--- src/design/flash_ctrl_map.vh ---
// Purpose: Register offsets, bit positions and reset values of the flash
//          program/erase control block.
// Assumes: 16-bit byte address, 8-bit data.
// Notes:   Definitions only.
`ifndef FLASH_CTRL_MAP_VH
`define FLASH_CTRL_MAP_VH

// ****************************************************************
// Offsets
// ****************************************************************
`define FLASH_CONTROL_ONE_ADDR     16'hf020
`define FLASH_CONTROL_TWO_ADDR     16'hf021
`define FLASH_POWER_CONTROL_ADDR   16'hf022
`define ERASE_BLOCK_SELECT_ADDR    16'hf023
`define FLASH_ACCESS_ENABLE_ADDR   16'hf02b

// ****************************************************************
// Fields of the first control register
// ****************************************************************
`define SW_WRITE_ENABLE_BIT        6
`define ERASE_SETUP_BIT            5
`define PROGRAM_SETUP_BIT          4
`define ERASE_VERIFY_BIT           3
`define PROGRAM_VERIFY_BIT         2
`define ERASE_BIT                  1
`define PROGRAM_BIT                0

// ****************************************************************
// Single-bit fields of the other registers
// ****************************************************************
`define FLASH_ERROR_FLAG_BIT       7
`define POWER_DOWN_DISABLE_BIT     7
`define ACCESS_ENABLE_BIT          7

// ****************************************************************
// Reset values
// ****************************************************************
`define REG_RESET_VALUE            8'h00

`endif

--- src/design/flash_program_erase_control.v ---
// Purpose: Control registers for flash program and erase sequencing.
// Assumes: One clock, plain register port with read data one cycle later.
// Notes:   Mode bits leave the block as registered levels.
//
// The strobed register port is this design's own decision.
`timescale 1ns/100ps
`include "flash_ctrl_map.vh"

// Functional notes
// - Program bit sets only with write enable and program setup both 1.
// - Erase bit sets only with write enable and erase setup both 1.
// - Program-verify bit sets only while write enable is 1.
// - Erase-verify bit sets only while write enable is 1.
// - Program setup takes effect only while write enable is 1.
// - Erase setup takes effect only while write enable is 1.
// - Write enable 0 at reset blocks writing and erasing; 1 allows.
// - All mode and setup bits of control one reset to 0.
// - Power-down disable 0 lets flash sleep in sub-active mode.
// - Eight erase block bits select blocks when 1, reset 0.
// - Access enable 0 at reset hides control registers; 1 opens.
module flash_program_erase_control (
  input  wire        clk_in,
  input  wire        rst_n_in,
  input  wire [15:0] addr_in,
  input  wire [7:0]  wdata_in,
  input  wire        wr_in,
  input  wire        rd_in,
  input  wire        flash_error_in,
  input  wire        sub_active_in,
  output reg  [7:0]  rdata_out,
  output reg         sw_write_enable_out,
  output reg         program_mode_out,
  output reg         erase_mode_out,
  output reg         program_verify_out,
  output reg         erase_verify_out,
  output reg         program_setup_out,
  output reg         erase_setup_out,
  output reg  [7:0]  erase_block_out,
  output reg         flash_low_power_out
);

  // ****************************************************************
  // Storage
  // ****************************************************************
  // Fields of control one, one flop each
  reg        sw_write_enable_q;
  reg        sw_write_enable_d;
  reg        erase_setup_q;
  reg        erase_setup_d;
  reg        program_setup_q;
  reg        program_setup_d;
  reg        erase_verify_q;
  reg        erase_verify_d;
  reg        program_verify_q;
  reg        program_verify_d;
  reg        erase_q;
  reg        erase_d;
  reg        program_q;
  reg        program_d;
  // Other registers
  reg        error_flag_q;
  reg        power_down_disable_q;
  reg        power_down_disable_d;
  reg  [7:0] erase_block_q;
  wire [7:0] erase_block_d;
  reg        access_enable_q;
  reg        access_enable_d;
  reg        low_power_d;
  // Two flops per pin from outside the clock domain, against metastability
  reg        err_sync1_q;
  reg        err_sync2_q;
  reg        sub_sync1_q;
  reg        sub_sync2_q;
  // Read path
  reg  [7:0] rdata_d;
  reg  [7:0] ctrl_one_view;
  reg  [7:0] ctrl_two_view;
  reg  [7:0] power_view;
  reg  [7:0] enable_view;

  // ****************************************************************
  // Address decode
  // ****************************************************************
  wire       sel_one;
  wire       sel_two;
  wire       sel_pwr;
  wire       sel_block;
  wire       sel_en;
  wire       wr_ok;
  wire       wr_one;
  wire       wr_pwr;
  wire       wr_block;
  wire       wr_en;

  assign sel_one   = (addr_in == `FLASH_CONTROL_ONE_ADDR);
  assign sel_two   = (addr_in == `FLASH_CONTROL_TWO_ADDR);
  assign sel_pwr   = (addr_in == `FLASH_POWER_CONTROL_ADDR);
  assign sel_block = (addr_in == `ERASE_BLOCK_SELECT_ADDR);
  assign sel_en    = (addr_in == `FLASH_ACCESS_ENABLE_ADDR);

  assign wr_ok     = wr_in & access_enable_q;
  assign wr_one    = wr_ok & sel_one;
  assign wr_pwr    = wr_ok & sel_pwr;
  assign wr_block  = wr_ok & sel_block;
  assign wr_en     = wr_in & sel_en;

  // ****************************************************************
  // Next value of control one
  // ****************************************************************
  always @* begin
    sw_write_enable_d = sw_write_enable_q;
    erase_setup_d     = erase_setup_q;
    program_setup_d   = program_setup_q;
    erase_verify_d    = erase_verify_q;
    program_verify_d  = program_verify_q;
    erase_d           = erase_q;
    program_d         = program_q;
    if (wr_one) begin
      sw_write_enable_d = wdata_in[`SW_WRITE_ENABLE_BIT];
      erase_setup_d     = 1'b0;
      program_setup_d   = 1'b0;
      erase_verify_d    = 1'b0;
      program_verify_d  = 1'b0;
      erase_d           = 1'b0;
      program_d         = 1'b0;
      if (wdata_in[`SW_WRITE_ENABLE_BIT]) begin
        program_setup_d  = wdata_in[`PROGRAM_SETUP_BIT];
        erase_setup_d    = wdata_in[`ERASE_SETUP_BIT];
        program_verify_d = wdata_in[`PROGRAM_VERIFY_BIT];
        erase_verify_d   = wdata_in[`ERASE_VERIFY_BIT];
        // setup must already be stored, so one write cannot do both
        program_d        = wdata_in[`PROGRAM_BIT] & program_setup_q;
        erase_d          = wdata_in[`ERASE_BIT] & erase_setup_q;
      end
    end
  end

  // ****************************************************************
  // Next value of the other registers
  // ****************************************************************
  always @* begin
    power_down_disable_d = power_down_disable_q;
    if (wr_pwr) begin
      power_down_disable_d = wdata_in[`POWER_DOWN_DISABLE_BIT];
    end
  end

  always @* begin
    access_enable_d = access_enable_q;
    if (wr_en) begin
      access_enable_d = wdata_in[`ACCESS_ENABLE_BIT];
    end
  end

  genvar blk;
  generate
    for (blk = 0; blk < 8; blk = blk + 1) begin : g_block
      assign erase_block_d[blk] = wr_block ? wdata_in[blk] :
                                  erase_block_q[blk];
    end
  endgenerate

  // low power only in sub-active with power-down allowed
  always @* begin
    low_power_d = sub_sync2_q & ~power_down_disable_q;
  end

  // ****************************************************************
  // Registers
  // ****************************************************************
  // control one resets to zero
  always @(posedge clk_in or negedge rst_n_in) begin
    if (!rst_n_in) begin
      sw_write_enable_q <= 1'b0;
      erase_setup_q     <= 1'b0;
      program_setup_q   <= 1'b0;
      erase_verify_q    <= 1'b0;
      program_verify_q  <= 1'b0;
      erase_q           <= 1'b0;
      program_q         <= 1'b0;
    end else begin
      sw_write_enable_q <= sw_write_enable_d;
      erase_setup_q     <= erase_setup_d;
      program_setup_q   <= program_setup_d;
      erase_verify_q    <= erase_verify_d;
      program_verify_q  <= program_verify_d;
      erase_q           <= erase_d;
      program_q         <= program_d;
    end
  end

  always @(posedge clk_in or negedge rst_n_in) begin
    if (!rst_n_in) begin
      power_down_disable_q <= 1'b0;
      erase_block_q        <= `REG_RESET_VALUE;
      access_enable_q      <= 1'b0;
    end else begin
      power_down_disable_q <= power_down_disable_d;
      erase_block_q        <= erase_block_d;
      access_enable_q      <= access_enable_d;
    end
  end

  // Only the second flop of each pair feeds logic
  always @(posedge clk_in or negedge rst_n_in) begin
    if (!rst_n_in) begin
      err_sync1_q  <= 1'b0;
      err_sync2_q  <= 1'b0;
      sub_sync1_q  <= 1'b0;
      sub_sync2_q  <= 1'b0;
      error_flag_q <= 1'b0;
    end else begin
      err_sync1_q  <= flash_error_in;
      err_sync2_q  <= err_sync1_q;
      sub_sync1_q  <= sub_active_in;
      sub_sync2_q  <= sub_sync1_q;
      // flag follows the array, never software
      error_flag_q <= err_sync2_q;
    end
  end

  // ****************************************************************
  // Read views
  // ****************************************************************
  always @* begin
    ctrl_one_view                        = 8'h00;
    ctrl_one_view[`SW_WRITE_ENABLE_BIT] = sw_write_enable_q;
    ctrl_one_view[`ERASE_SETUP_BIT]     = erase_setup_q;
    ctrl_one_view[`PROGRAM_SETUP_BIT]   = program_setup_q;
    ctrl_one_view[`ERASE_VERIFY_BIT]    = erase_verify_q;
    ctrl_one_view[`PROGRAM_VERIFY_BIT]  = program_verify_q;
    ctrl_one_view[`ERASE_BIT]           = erase_q;
    ctrl_one_view[`PROGRAM_BIT]         = program_q;
  end

  always @* begin
    ctrl_two_view                          = 8'h00;
    ctrl_two_view[`FLASH_ERROR_FLAG_BIT]   = error_flag_q;
    power_view                             = 8'h00;
    power_view[`POWER_DOWN_DISABLE_BIT]    = power_down_disable_q;
    enable_view                            = 8'h00;
    enable_view[`ACCESS_ENABLE_BIT]        = access_enable_q;
  end

  // ****************************************************************
  // Read mux
  // ****************************************************************
  // hidden registers read zero
  always @* begin
    rdata_d = 8'h00;
    if (rd_in) begin
      case (addr_in)
        `FLASH_ACCESS_ENABLE_ADDR: begin
          rdata_d = enable_view;
        end
        `FLASH_CONTROL_ONE_ADDR: begin
          if (access_enable_q) begin
            rdata_d = ctrl_one_view;
          end
        end
        `FLASH_CONTROL_TWO_ADDR: begin
          if (access_enable_q) begin
            rdata_d = ctrl_two_view;
          end
        end
        `FLASH_POWER_CONTROL_ADDR: begin
          if (access_enable_q) begin
            rdata_d = power_view;
          end
        end
        `ERASE_BLOCK_SELECT_ADDR: begin
          if (access_enable_q) begin
            rdata_d = erase_block_q;
          end
        end
        default: begin
          rdata_d = 8'h00;
        end
      endcase
    end
  end

  // ****************************************************************
  // Outputs, all from flip-flops
  // ****************************************************************
  always @(posedge clk_in or negedge rst_n_in) begin
    if (!rst_n_in) begin
      rdata_out           <= 8'h00;
      sw_write_enable_out <= 1'b0;
      program_mode_out    <= 1'b0;
      erase_mode_out      <= 1'b0;
      program_verify_out  <= 1'b0;
      erase_verify_out    <= 1'b0;
      program_setup_out   <= 1'b0;
      erase_setup_out     <= 1'b0;
      erase_block_out     <= 8'h00;
      flash_low_power_out <= 1'b0;
    end else begin
      rdata_out           <= rdata_d;
      sw_write_enable_out <= sw_write_enable_d;
      program_mode_out    <= program_d;
      erase_mode_out      <= erase_d;
      program_verify_out  <= program_verify_d;
      erase_verify_out    <= erase_verify_d;
      program_setup_out   <= program_setup_d;
      erase_setup_out     <= erase_setup_d;
      erase_block_out     <= erase_block_q;
      flash_low_power_out <= low_power_d;
    end
  end

endmodule // flash_program_erase_control

--- config.mk ---
export PLATFORM = sky130hd
export DESIGN_NAME = flash_program_erase_control
export DESIGN_NICKNAME = d
export VERILOG_FILES = /design/src/design/flash_program_erase_control.v
export VERILOG_INCLUDE_DIRS = /design/src /design/src/design
export SDC_FILE = /design/constraint.sdc
export NUM_CORES = 1
export LEC_CHECK = 0
export BUFFER_PORTS_ARGS = -buffer_cell sky130_fd_sc_hd__buf_2
export CAP_MARGIN = 20
export CELL_PAD_IN_SITES_DETAIL_PLACEMENT = 1
export CELL_PAD_IN_SITES_GLOBAL_PLACEMENT = 2
export CORE_AREA = 5 5 76 78
export DETAILED_ROUTE_END_ITERATION = 10
export DIE_AREA = 0 0 81 83
export PLACE_DENSITY = 0.83
export RECOVER_POWER = 25
export SLEW_MARGIN = 20
export SYNTH_ARGS = -nofsm -noshare
export SYNTH_HDL_FRONTEND = slang
export SYNTH_SLANG_ARGS = --single-unit
--- constraint.sdc ---
create_clock -name clk_in -period 1.6 [get_ports clk_in]
set_input_delay 0.16 -clock clk_in [delete_from_list [all_inputs] [get_ports clk_in]]
set_output_delay 0.16 -clock clk_in [all_outputs]
set_load 0.02 [all_outputs]
==> impl_metrics.yaml, run 1 <==
logic_synthesis:
  ys_seq_area_share_pct: 64.4
  syn_area_per_cell_um2: 14.6
  synth_cell_type_count: 23
  syn_nets: 134
  ys_warn_count: 0
  ys_top_cells_by_area: "dfrtp_1 64%, mux2_4 11%, a22oi_1 3.5%"
  ys_ff_latch: 39
  syn_area_um2: 1520
  synthCells: 104
  yosysTopAreaCell: "dfrtp_1"
  synth.top_cell.area_share_pct: 64.4
sta:
  finalSetupViolations: 0
  fmax_ghz: 0.742
  setup_ws_ns: 0.253
  slew_headroom_pct: 37.9
  finalCriticalPeriod_ns: 1.35
  finalClockSkew_ns: 0.00456
  whs_ns: 0.112
  worst_slew_pin_slew_ns: 0.932
  rsz0062_at_grt: "false"
  finalSetupTns_ns: 0
  slew_viol_final: 0
  hold_viol: 0
  fin_crit_sh_pct: 84.2
grt:
  globalRouteMet1Util_pct: 14.2
  antenna_found_initial: 0
  grt_pass1_vias: 1194
  busiest_layer: "met2"
  grt_pass1_wl_mm: 6.19
  met2_usage_pct: 19.7
  grt_max_degree: 40
  grt_usage_pct: 12.3
  use_met3_pct: 4.33
  grt_overflow_total: 0
finish:
  multiInputGateArea_um2: 526
  seqCellArea_um2: 976
  fin_nets: 201
  top_regs: "erase_block_out x8, erase_block_q x8, rdata_out x8"
  fin_cells: 242
  n_fill_cell: 577
  drive_gt1_share_pct: 47.7
  antenna_cells: 0
  syn_to_final_growth_pct: 34.8
pwr:
  p_int_w: 0.00154
  ir_drop_v: 0.000358
  leakagePower_nw: 1.14
  clock_power_share_pct: 43.8
  power_frac_seq_pct: 50.8
  pwr-share-comb_pct: 5.4
  switching_share_pct: 21.2
  netSwitchingPower_w: 0.000415
  powerDensity_nw_per_um2: 958
floorplanning:
  start_util_pct: 30.3
  pin_count: 54
  die_x_um: 81
  die_h_um: 83
  core-area_um2: 5010
  rows: 26
  dieArea_um2: 6720
drt:
  viasPerCell: 4.50
  firstDrtPassIters: 3
  drc_errors: 0
  wl_per_cell_um: 15.8
  routed-via-count: 1090
  drt_iter0_drc: 43
  ant_nets: 0
  routed_wl_mm: 3.82
clocking:
  clockBufferDepth: 2
  htree_levels: 2
  clockRootBuffer: "clkbuf_8"
  clock_latency_ns: 0.30
  clock-sinks: 39
  cts_resized: 0
  cts_tree: "done"
  cts_buffers: 5
  clk_pin_slew_ns: 0.07
setup_path:
  endpoint_kind: "flop"
  cpLargestDelayFamily: "simple AND/OR/NAND/NOR gates"
  r2r_cells: 4
  r2r-start: "access_enable_q"
  cp-startpoint: "access_enable_q"
  crit_buf_inv: 0
  worstPathMaxFanout: 8
  crit_required_ns: 1.78
  reg2reg_to: "erase_block_q[7]"
  cp_slowest_cell: "dfrtp_1"
  cp-start-kind: "flop"
  crit_path_max_incr_delay_ns: 0.40
  arrival_ns: 1.53
  rrSetupSlack_ns: 0.25
  critPathKind: "flop to flop"
  cp_cell_sequence: "and2_1 > and4_4 > nand2_4 > mux2_4"
worst_hold_path:
  min_to: "erase_block_q[2]"
  hp-class: "input pin to flop"
  min_from: "wdata_in[2]"
  worstHoldPathCells: 2
placed_design:
  place_ws_ns: 0.00977
  io_buffers: 53
  dp_hpwl_mm: 2.84
  routabilityCongestion: 0.727
  dp.cells: 231
outcome:
  outcome: "finished clean"
run:
  drv_cap: 0
[power by group through the flow]
stage | Clock [W] | Combinational, W | Sequential (W)
2_1_floorplan | 0 | 0.0000225 | 0.00102
3_3_place_gp | 0 | 0.0000996 | 0.00101
3_5_place_dp | 0 | 0.000103 | 0.00101
4_1_cts | 0.000876 | 0.000110 | 0.000995
5_1_grt | 0.000930 | 0.000119 | 0.000996
6_report | 0.000858 | 0.000106 | 0.000995
[stage by stage]
step | utilization (%) | power (W) | instance area, um2
after CTS | 40.9 | 0.00198 | 2050
after detailed placement | 37.9 | 0.00112 | 1900
final | 40.8 | 0.00196 | 2040
after global placement | 37.9 | 0.00111 | 1900
after global routing | 40.8 | 0.00204 | 2040
after floorplan | - | 0.00104 | 1520
[area by class of cell]
cell class,count,area share (%)
multi-input combinational,61,25.7
sequential,39,47.7
clock buffer,6,4.04
inverter,4,0.734
timing repair buffer,60,15.8
tap,70,4.28
clock inverter,2,1.71
[cell families after synthesis]
logic type,Yosys count,synth area share [%]
flops,39,64.4
simple gates,32,13.6
mux,18,15.7
compound gates,11,5.36
buf+inv,4,0.990
[worst register-to-register path, cell delays in order, from the launching register on]
cell     delay, ns
dfrtp_1       0.40
and2_1        0.14
and4_4        0.21
nand2_4       0.17
mux2_4        0.32
[cell usage after synthesis]
cell type / instances
a21oi_1: 2
nand2_4: 2
mux2_4: 11
a22oi_1: 7
a21o_1: 1
inv_1: 4
a2111o_1: 1
nor3_1: 2
and2_1: 1
nor4_4: 1
nor2b_1: 2
mux2i_1: 5
and3_1: 2
nor3_4: 1
nand3_1: 2
nor2_1: 7
dfrtp_1: 39
and4b_1: 1
nor4b_1: 2
nand2_1: 8
and4_4: 1
mux2_2: 1
mux2_1: 1
[routing by layer]
metal	part of all wire [%]	up-vias
met5	0	-
met4	1.9	0
met3	8.5	6
met2	50	41
met1	40	543
li1	-	500
[what timing repair did]
| action | CTS | global route |
|---|---|---|
| hold buffers | 3 | 0 |
| setup buffers | 0 | 0 |
| endpoints found under the hold margin | 41 | 0 |
| setup endpoints to repair | 0 | 0 |
[layout by cell type, fill, tap and decap left out]
| master | Yosys | routed |
|---|---|---|
| and2_1 | 1 | 1 |
| buf_4 | 0 | 3 |
| nor4b_1 | 2 | 2 |
| and4b_1 | 1 | 1 |
| clkbuf_2 | 0 | 1 |
| and4_4 | 1 | 1 |
| and3_1 | 2 | 2 |
| nand3_1 | 2 | 2 |
| mux2_2 | 1 | 1 |
| nor3_4 | 1 | 1 |
| mux2_1 | 1 | 1 |
| nor4_4 | 1 | 1 |
| a2111o_1 | 1 | 1 |
| a22oi_1 | 7 | 7 |
| mux2i_1 | 5 | 5 |
| inv_1 | 4 | 4 |
| nor2b_1 | 2 | 2 |
| a21oi_1 | 2 | 2 |
| dfrtp_1 | 39 | 39 |
| nor3_1 | 2 | 2 |
| bufinv_16 | 0 | 1 |
| nand2_1 | 8 | 8 |
| a21o_1 | 1 | 1 |
| clkbuf_8 | 0 | 6 |
| mux2_4 | 11 | 11 |
| nand2_4 | 2 | 2 |
| buf_2 | 0 | 53 |
| dlygate4sd3_1 | 0 | 3 |
| nor2_1 | 7 | 7 |
| clkinv_2 | 0 | 1 |
[worst max path at each step]
stage | depth (start not counted) | slack (ns) | endpoint
2_1_floorplan | 4 | 0.23 | erase_block_q[0]
3_3_place_gp | 5 | 0.05 | erase_block_q[2]
3_5_place_dp | 5 | 0.01 | erase_block_q[3]
4_1_cts | 4 | 0.24 | erase_block_q[7]
5_1_grt | 3 | 0.14 | rdata_out[4]
6_report | 4 | 0.25 | erase_block_q[7]
(Power assumes the default switching activity.)
==> inputs of run 2 (changes only) <==
==> constraint.sdc (replaced) <==
create_clock -name clk_in -period 1.3 [get_ports clk_in]
set_input_delay 0.13 -clock clk_in [delete_from_list [all_inputs] [get_ports clk_in]]
set_output_delay 0.13 -clock clk_in [all_outputs]
set_load 0.02 [all_outputs]
==> run 2 against run 1 <==
The run now ends with negative setup slack left. Routed wire length is 5.3% higher. Sequential cell count stayed put. Maximum frequency is 1.0% lower. Hold slack worse by 0.017 ns. First-iteration DRC count is 19% lower. Clock-buffer cell count stayed put. Clock skew is 0.0019 ns higher. Sequential share of layout area is 1.8 points lower. Clock power is 5.7% lower. Via count is 1.7% higher. Non-clock buffer count is 4 higher. Combinational power is 44% higher. Largest power group unchanged. Highest routed layer unchanged.
==> impl_metrics.yaml, run 2 (synthesis results as in run 1) <==
drt:
  routed_wl_mm: 4.03
  ant_nets: 0
  viasPerCell: 4.53
  routed-via-count: 1109
  wl_per_cell_um: 16.4
  drt_iter0_drc: 35
  drc_errors: 0
  firstDrtPassIters: 4
pwr:
  p_total_w: 0.00219
  leakagePower_nw: 1.14
  powerDensity_nw_per_um2: 1030
  ir_drop_v: 0.000462
worst_hold_path:
  hp-class: "input pin to flop"
  min_to: "erase_block_q[0]"
  min_from: "wdata_in[0]"
  worstHoldPathCells: 2
clocking:
  cts_tree: "done"
  clock-sinks: 39
  clock_latency_ns: 0.28
  clockRootBuffer: "clkbuf_8"
  cts_buffers: 5
  htree_levels: 2
  post_cts_buffers: 0
  clk_pin_slew_ns: 0.07
  clockBufferDepth: 2
outcome:
  violations: "negative setup slack"
  outcome: "complete, but fails checks"
floorplanning:
  die_h_um: 83
  rows: 26
  pin_count: 54
  dieArea_um2: 6720
  die_x_um: 81
  core-area_um2: 5010
  start_util_pct: 30.3
run:
  drv_cap: 0
finish:
  utilization_pct: 42.4
  top_regs: "erase_block_out x8, erase_block_q x8, rdata_out x8"
  syn_to_final_growth_pct: 40.0
  antenna_cells: 0
  n_fill_cell: 574
  drive_gt1_share_pct: 55.4
  seqCellArea_um2: 976
  final_cell_mix: "52 x buf_2, 39 x dfrtp_1, 12 x mux2_4, 8 x nand2_1, 7 x a22oi_1"
  final_area_um2: 2120
  multiInputGateArea_um2: 586
  mostFrequentLayoutCell: "buf_2"
  fin_nets: 205
  fin_cells: 245
placed_design:
  dpl-instance-area_um2: 1950
  dp_hpwl_mm: 3.00
  dp.cells: 235
  routabilityCongestion: 0.746
  io_buffers: 53
grt:
  grt_pass1_vias: 1291
  grt_pass1_wl_mm: 6.56
  grt_overflow_total: 0
  antenna_found_initial: 0
  grt_max_degree: 23
  grt_usage_pct: 12.6
setup_path:
  arrival_ns: 1.53
  cp-startpoint: "access_enable_q"
  cp-start-kind: "flop"
  cp_cell_sequence: "and2_1 > and4_4 > nand2_8 > mux2_4"
  critPathKind: "flop to flop"
  rrSetupSlack_ns: -0.06
  crit_path_max_incr_delay_ns: 0.38
  worstPathMaxFanout: 8
  r2r_cells: 4
  cp_slowest_cell: "dfrtp_1"
  crit_buf_inv: 0
  endpoint_kind: "flop"
  cpLargestDelayFamily: "simple AND/OR/NAND/NOR gates"
  crit_required_ns: 1.47
  r2r-start: "access_enable_q"
  reg2reg_to: "erase_block_q[3]"
sta:
  hold_viol: 0
  rsz0062_at_grt: "true"
  fin_crit_sh_pct: 105
  finalCriticalPeriod_ns: 1.36
  finalSetupTns_ns: -0.627
  slew_headroom_pct: 67.8
  fmax_ghz: 0.735
  finalClockSkew_ns: 0.00646
  worst_slew_pin_slew_ns: 0.482
  finalSetupViolations: 15
  setup_ws_ns: -0.0612
  slew_viol_final: 0
==> run 2: changes by cell type in the layout (fill, tap and decap cells not counted), moves of 2 or more <==
cell,delta
buf_4,+3
nor2_1,-5
nor2_2,+5
nor4b_1,-2
==> run 2: worst max path at each step <==
| stage | cells past startpoint | to | slack (ns) |
|---|---|---|---|
| finish | 4 | erase_block_q[3] | -0.06 |
| global route | 5 | erase_setup_out | -0.11 |
| CTS | 4 | erase_block_q[3] | -0.07 |
| detailed placement | 5 | erase_block_q[3] | -0.17 |
| global placement | 5 | erase_block_q[2] | -0.12 |
| floorplan | 4 | erase_block_q[0] | 0.04 |
==> run 2: power by group <==
| part | internal [W] | switching [W] | leakage (nW) |
|---|---|---|---|
| sequential | 0.00122 | 0.00000205 | 0.510 |
| clock | 0.000416 | 0.000393 | 0.0470 |
| combinational | 0.0000679 | 0.0000851 | 0.583 |
| total | 0.00171 | 0.000480 | 1.14 |
==> run 2: layer usage <==
| layer | GRT usage [%] | part of all wire (%) |
|---|---|---|
| met1 | 15.1 | 41 |
| met2 | 21.1 | 50 |
| met3 | 3.68 | 7.6 |
| met4 | 4.61 | 1.2 |
| met5 | 0 | 0 |
==> run 2: cell type report <==
| type | instances | share of cell area (%) |
|---|---|---|
| Sequential cell | 39 | 46.0 |
| Multi-Input combinational cell | 61 | 27.6 |
| Clock buffer | 6 | 3.89 |
| Tap cell | 70 | 4.12 |
| Inverter | 4 | 0.707 |
| Timing Repair Buffer | 64 | 17.5 |
| Clock inverter | 1 | 0.236 |
==> run 2: what timing repair did <==
item,4_1_cts,5_1_grt
hold endpoints to repair,19,0
pin swaps,2,2
endpoints found under the setup margin,22,23
hold buffers,3,0
resized for setup,4,9
==> run 2: metrics by stage <==
stage | setup slack [ns] | hold slack, ns
floorplan | 0.0413 | -0.166
global placement | -0.124 | 0.0767
detailed placement | -0.172 | 0.0901
CTS | -0.0657 | 0.0879
global route | -0.114 | 0.0824
finish | -0.0612 | 0.0950
==> inputs of run 3 (changes only) <==
--- a/config.mk
+++ b/config.mk
@@ -6,14 +6,15 @@
 export SDC_FILE = /design/constraint.sdc
 export NUM_CORES = 1
 export LEC_CHECK = 0
+export ABC_AREA = 1
 export BUFFER_PORTS_ARGS = -buffer_cell sky130_fd_sc_hd__buf_2
 export CAP_MARGIN = 20
 export CELL_PAD_IN_SITES_DETAIL_PLACEMENT = 1
 export CELL_PAD_IN_SITES_GLOBAL_PLACEMENT = 2
-export CORE_AREA = 5 5 76 78
+export CORE_AREA = 5 5 84 86
 export DETAILED_ROUTE_END_ITERATION = 10
-export DIE_AREA = 0 0 81 83
-export PLACE_DENSITY = 0.83
+export DIE_AREA = 0 0 89 91
+export PLACE_DENSITY = 0.85
 export RECOVER_POWER = 25
 export SLEW_MARGIN = 20
 export SYNTH_ARGS = -nofsm -noshare
==> run 3 against run 2 <==
The flow now finishes without violations. Sequential power barely moved. Clock skew rose by 0.0034 ns. Synthesized cell count rose by 88%. Via count rose by 34%. Global-route usage fell by 0.42 points. Non-clock buffer count rose by 2. Maximum frequency rose by 19%. Cell area rose by 8.7%. Hold slack got worse by 0.032 ns. Largest cell class unchanged.
==> impl_metrics.yaml, run 3 <==
outcome:
  outcome: "finished clean"
drt:
  wl_per_cell_um: 12.8
  ant_nets: 0
  viasPerCell: 4.32
  drt_iter0_drc: 42
  drc_errors: 0
  routed-via-count: 1482
  firstDrtPassIters: 4
  routed_wl_mm: 4.39
run:
  drv_cap: 0
logic_synthesis:
  synth_edf_count: 0
  syn_area_per_cell_um2: 8.98
  ys_seq_area_share_pct: 55.5
  ys_top_cells_by_area: "dfrtp_1 55%, nand2_1 12%, nand3_1 6.5%"
  ys_warn_count: 0
  ys_top_cells_by_count: "56 x nand2_1, 39 x dfrtp_1, 23 x inv_1, 23 x nand3_1, 17 x nor2_1"
  synth.top_cell.area_share_pct: 55.5
  synth_ff_type: "dfrtp_1"
  syn_nets: 226
  async_reset_ff_share_pct: 100
  yosysTopAreaCell: "dfrtp_1"
  synthCells: 196
  syn_area_um2: 1760
  synth_cell_type_count: 19
  ys_ff_latch: 39
  synth_most_common_cell: "nand2_1"
setup_path:
  worstPathMaxFanout: 5
  reg2reg_to: "erase_block_q[3]"
  r2r-start: "access_enable_q"
  critPathKind: "flop to flop"
  crit_required_ns: 1.47
  endpoint_kind: "flop"
  cp-start-kind: "flop"
  arrival_ns: 1.31
  rrSetupSlack_ns: 0.16
  r2r_cells: 4
worst_hold_path:
  worstHoldPathCells: 3
  min_to: "erase_block_q[3]"
  min_from: "wdata_in[3]"
  hp-class: "input pin to flop"
clocking:
  clock_latency_ns: 0.30
  clockBufferDepth: 2
  post_cts_buffers: 0
  clockRootBuffer: "clkbuf_8"
  clock-sinks: 39
  cts_buffers: 5
  htree_levels: 2
  cts_tree: "done"
  clk_pin_slew_ns: 0.08
grt:
  grt_pass1_vias: 1690
  grt_usage_pct: 12.2
  grt_max_degree: 40
  antenna_found_initial: 0
  grt_pass1_wl_mm: 7.68
  grt_overflow_total: 0
sta:
  fmax_ghz: 0.877
  finalSetupTns_ns: 0
  finalSetupViolations: 0
  whs_ns: 0.0630
  finalCriticalPeriod_ns: 1.14
  slew_headroom_pct: 42.8
  hold_viol: 0
  worst_slew_pin_slew_ns: 0.857
  rsz0062_at_grt: "false"
  finalClockSkew_ns: 0.00988
  fin_crit_sh_pct: 87.7
  slew_viol_final: 0
finish:
  final_cell_mix: "56 x nand2_1, 54 x buf_2, 39 x dfrtp_1, 23 x inv_1, 23 x nand3_1"
  mostFrequentLayoutCell: "nand2_1"
  antenna_cells: 0
  top_regs: "erase_block_out x8, erase_block_q x8, rdata_out x8"
  utilization_pct: 37.2
  syn_to_final_growth_pct: 31.2
  fin_nets: 295
  drive_gt1_share_pct: 35.0
placed_design:
  dp_hpwl_mm: 3.48
  io_buffers: 53
  routabilityCongestion: 0.782
floorplanning:
  die_h_um: 91
  rows: 29
  dieArea_um2: 8100
  start_util_pct: 28.4
  core-area_um2: 6200
  die_x_um: 89
  pin_count: 54
pwr:
  leakagePower_nw: 1.28
  powerDensity_nw_per_um2: 1030
  ir_drop_v: 0.000352
run 3: cell count changes in the layout (fill, tap and decap cells not counted), sizes merged, moves of 3 or more:
cell   before  now
nor3        3    0
o21ai       0   17
mux2i       5    0
a22oi       7    0
mux2       13    0
nand3       2   24
nand2      10   58
nor2        7   24
inv         4   26
buf        60   63
run 3: kinds of logic after synthesis:
kind of cell           count (synthesis)  synth area share [%]
AOI/OAI and AO/OA                     18                  7.40
buffers and inverters                 30                  7.68
DFF                                   39                  55.5
and+or+nand+nor                      109                  29.4
run 3: area by class of cell:
type	count	area (um2)
Timing Repair Buffer	66	368
Sequential cell	39	976
Fill cell	759	3900
Inverter	26	97.6
Clock inverter	2	35.0
Tap cell	77	96.3
Multi-Input combinational cell	127	653
Clock buffer	6	82.6
run 3: worst max path at each step:
stage          cells after the start       startpoint  slack [ns]                   to
6_report                           4  access_enable_q        0.16     erase_block_q[3]
5_1_grt                            3         rst_n_in        0.02   erase_block_out[7]
4_1_cts                            4  access_enable_q        0.13     erase_block_q[3]
3_5_place_dp                       8      addr_in[11]       -0.19  sw_write_enable_out
3_3_place_gp                       8      addr_in[11]       -0.14  sw_write_enable_out
2_1_floorplan                      8      addr_in[11]        0.22       erase_mode_out
run 3: through the flow:
stage	area, um2	worst slack [ns]	power, W	std cells
after global placement	2160	-0.139	0.00137	332
after CTS	2310	0.128	0.00242	343
final	2310	0.160	0.00238	343
after global routing	2310	0.0242	0.00251	343
after detailed placement	2160	-0.186	0.00138	332
after floorplan	1760	0.219	0.00128	196
run 3: worst max-delay path: stages, from the launching register on:
cell and delay (ns):
dfrtp_1 0.35, nand2_1 0.15, buf_4 0.20, o21ai_0 0.23
nand2_1 0.09
run 3: timing repair:
item,CTS,global route
gates resized for setup,0,1
endpoints found under the setup margin,0,3
endpoints found under the hold margin,41,0
hold buffers,3,0
run 3: report_power, final:
part / switching, W / internal [W]
registers: 0.00000179 / 0.00122
clock network: 0.000408 / 0.000621
logic: 0.0000801 / 0.0000537
total: 0.000490 / 0.00189
run 3: per-layer routing:
layer  routed length [um]  track usage, %  vias to the layer above
met1                 1760            13.4                      703
met4                   70            4.84                        0
met3                  178            2.99                        7
li1                     -               -                      744
met5                    0               0                        -
met2                 2380            21.9                       28
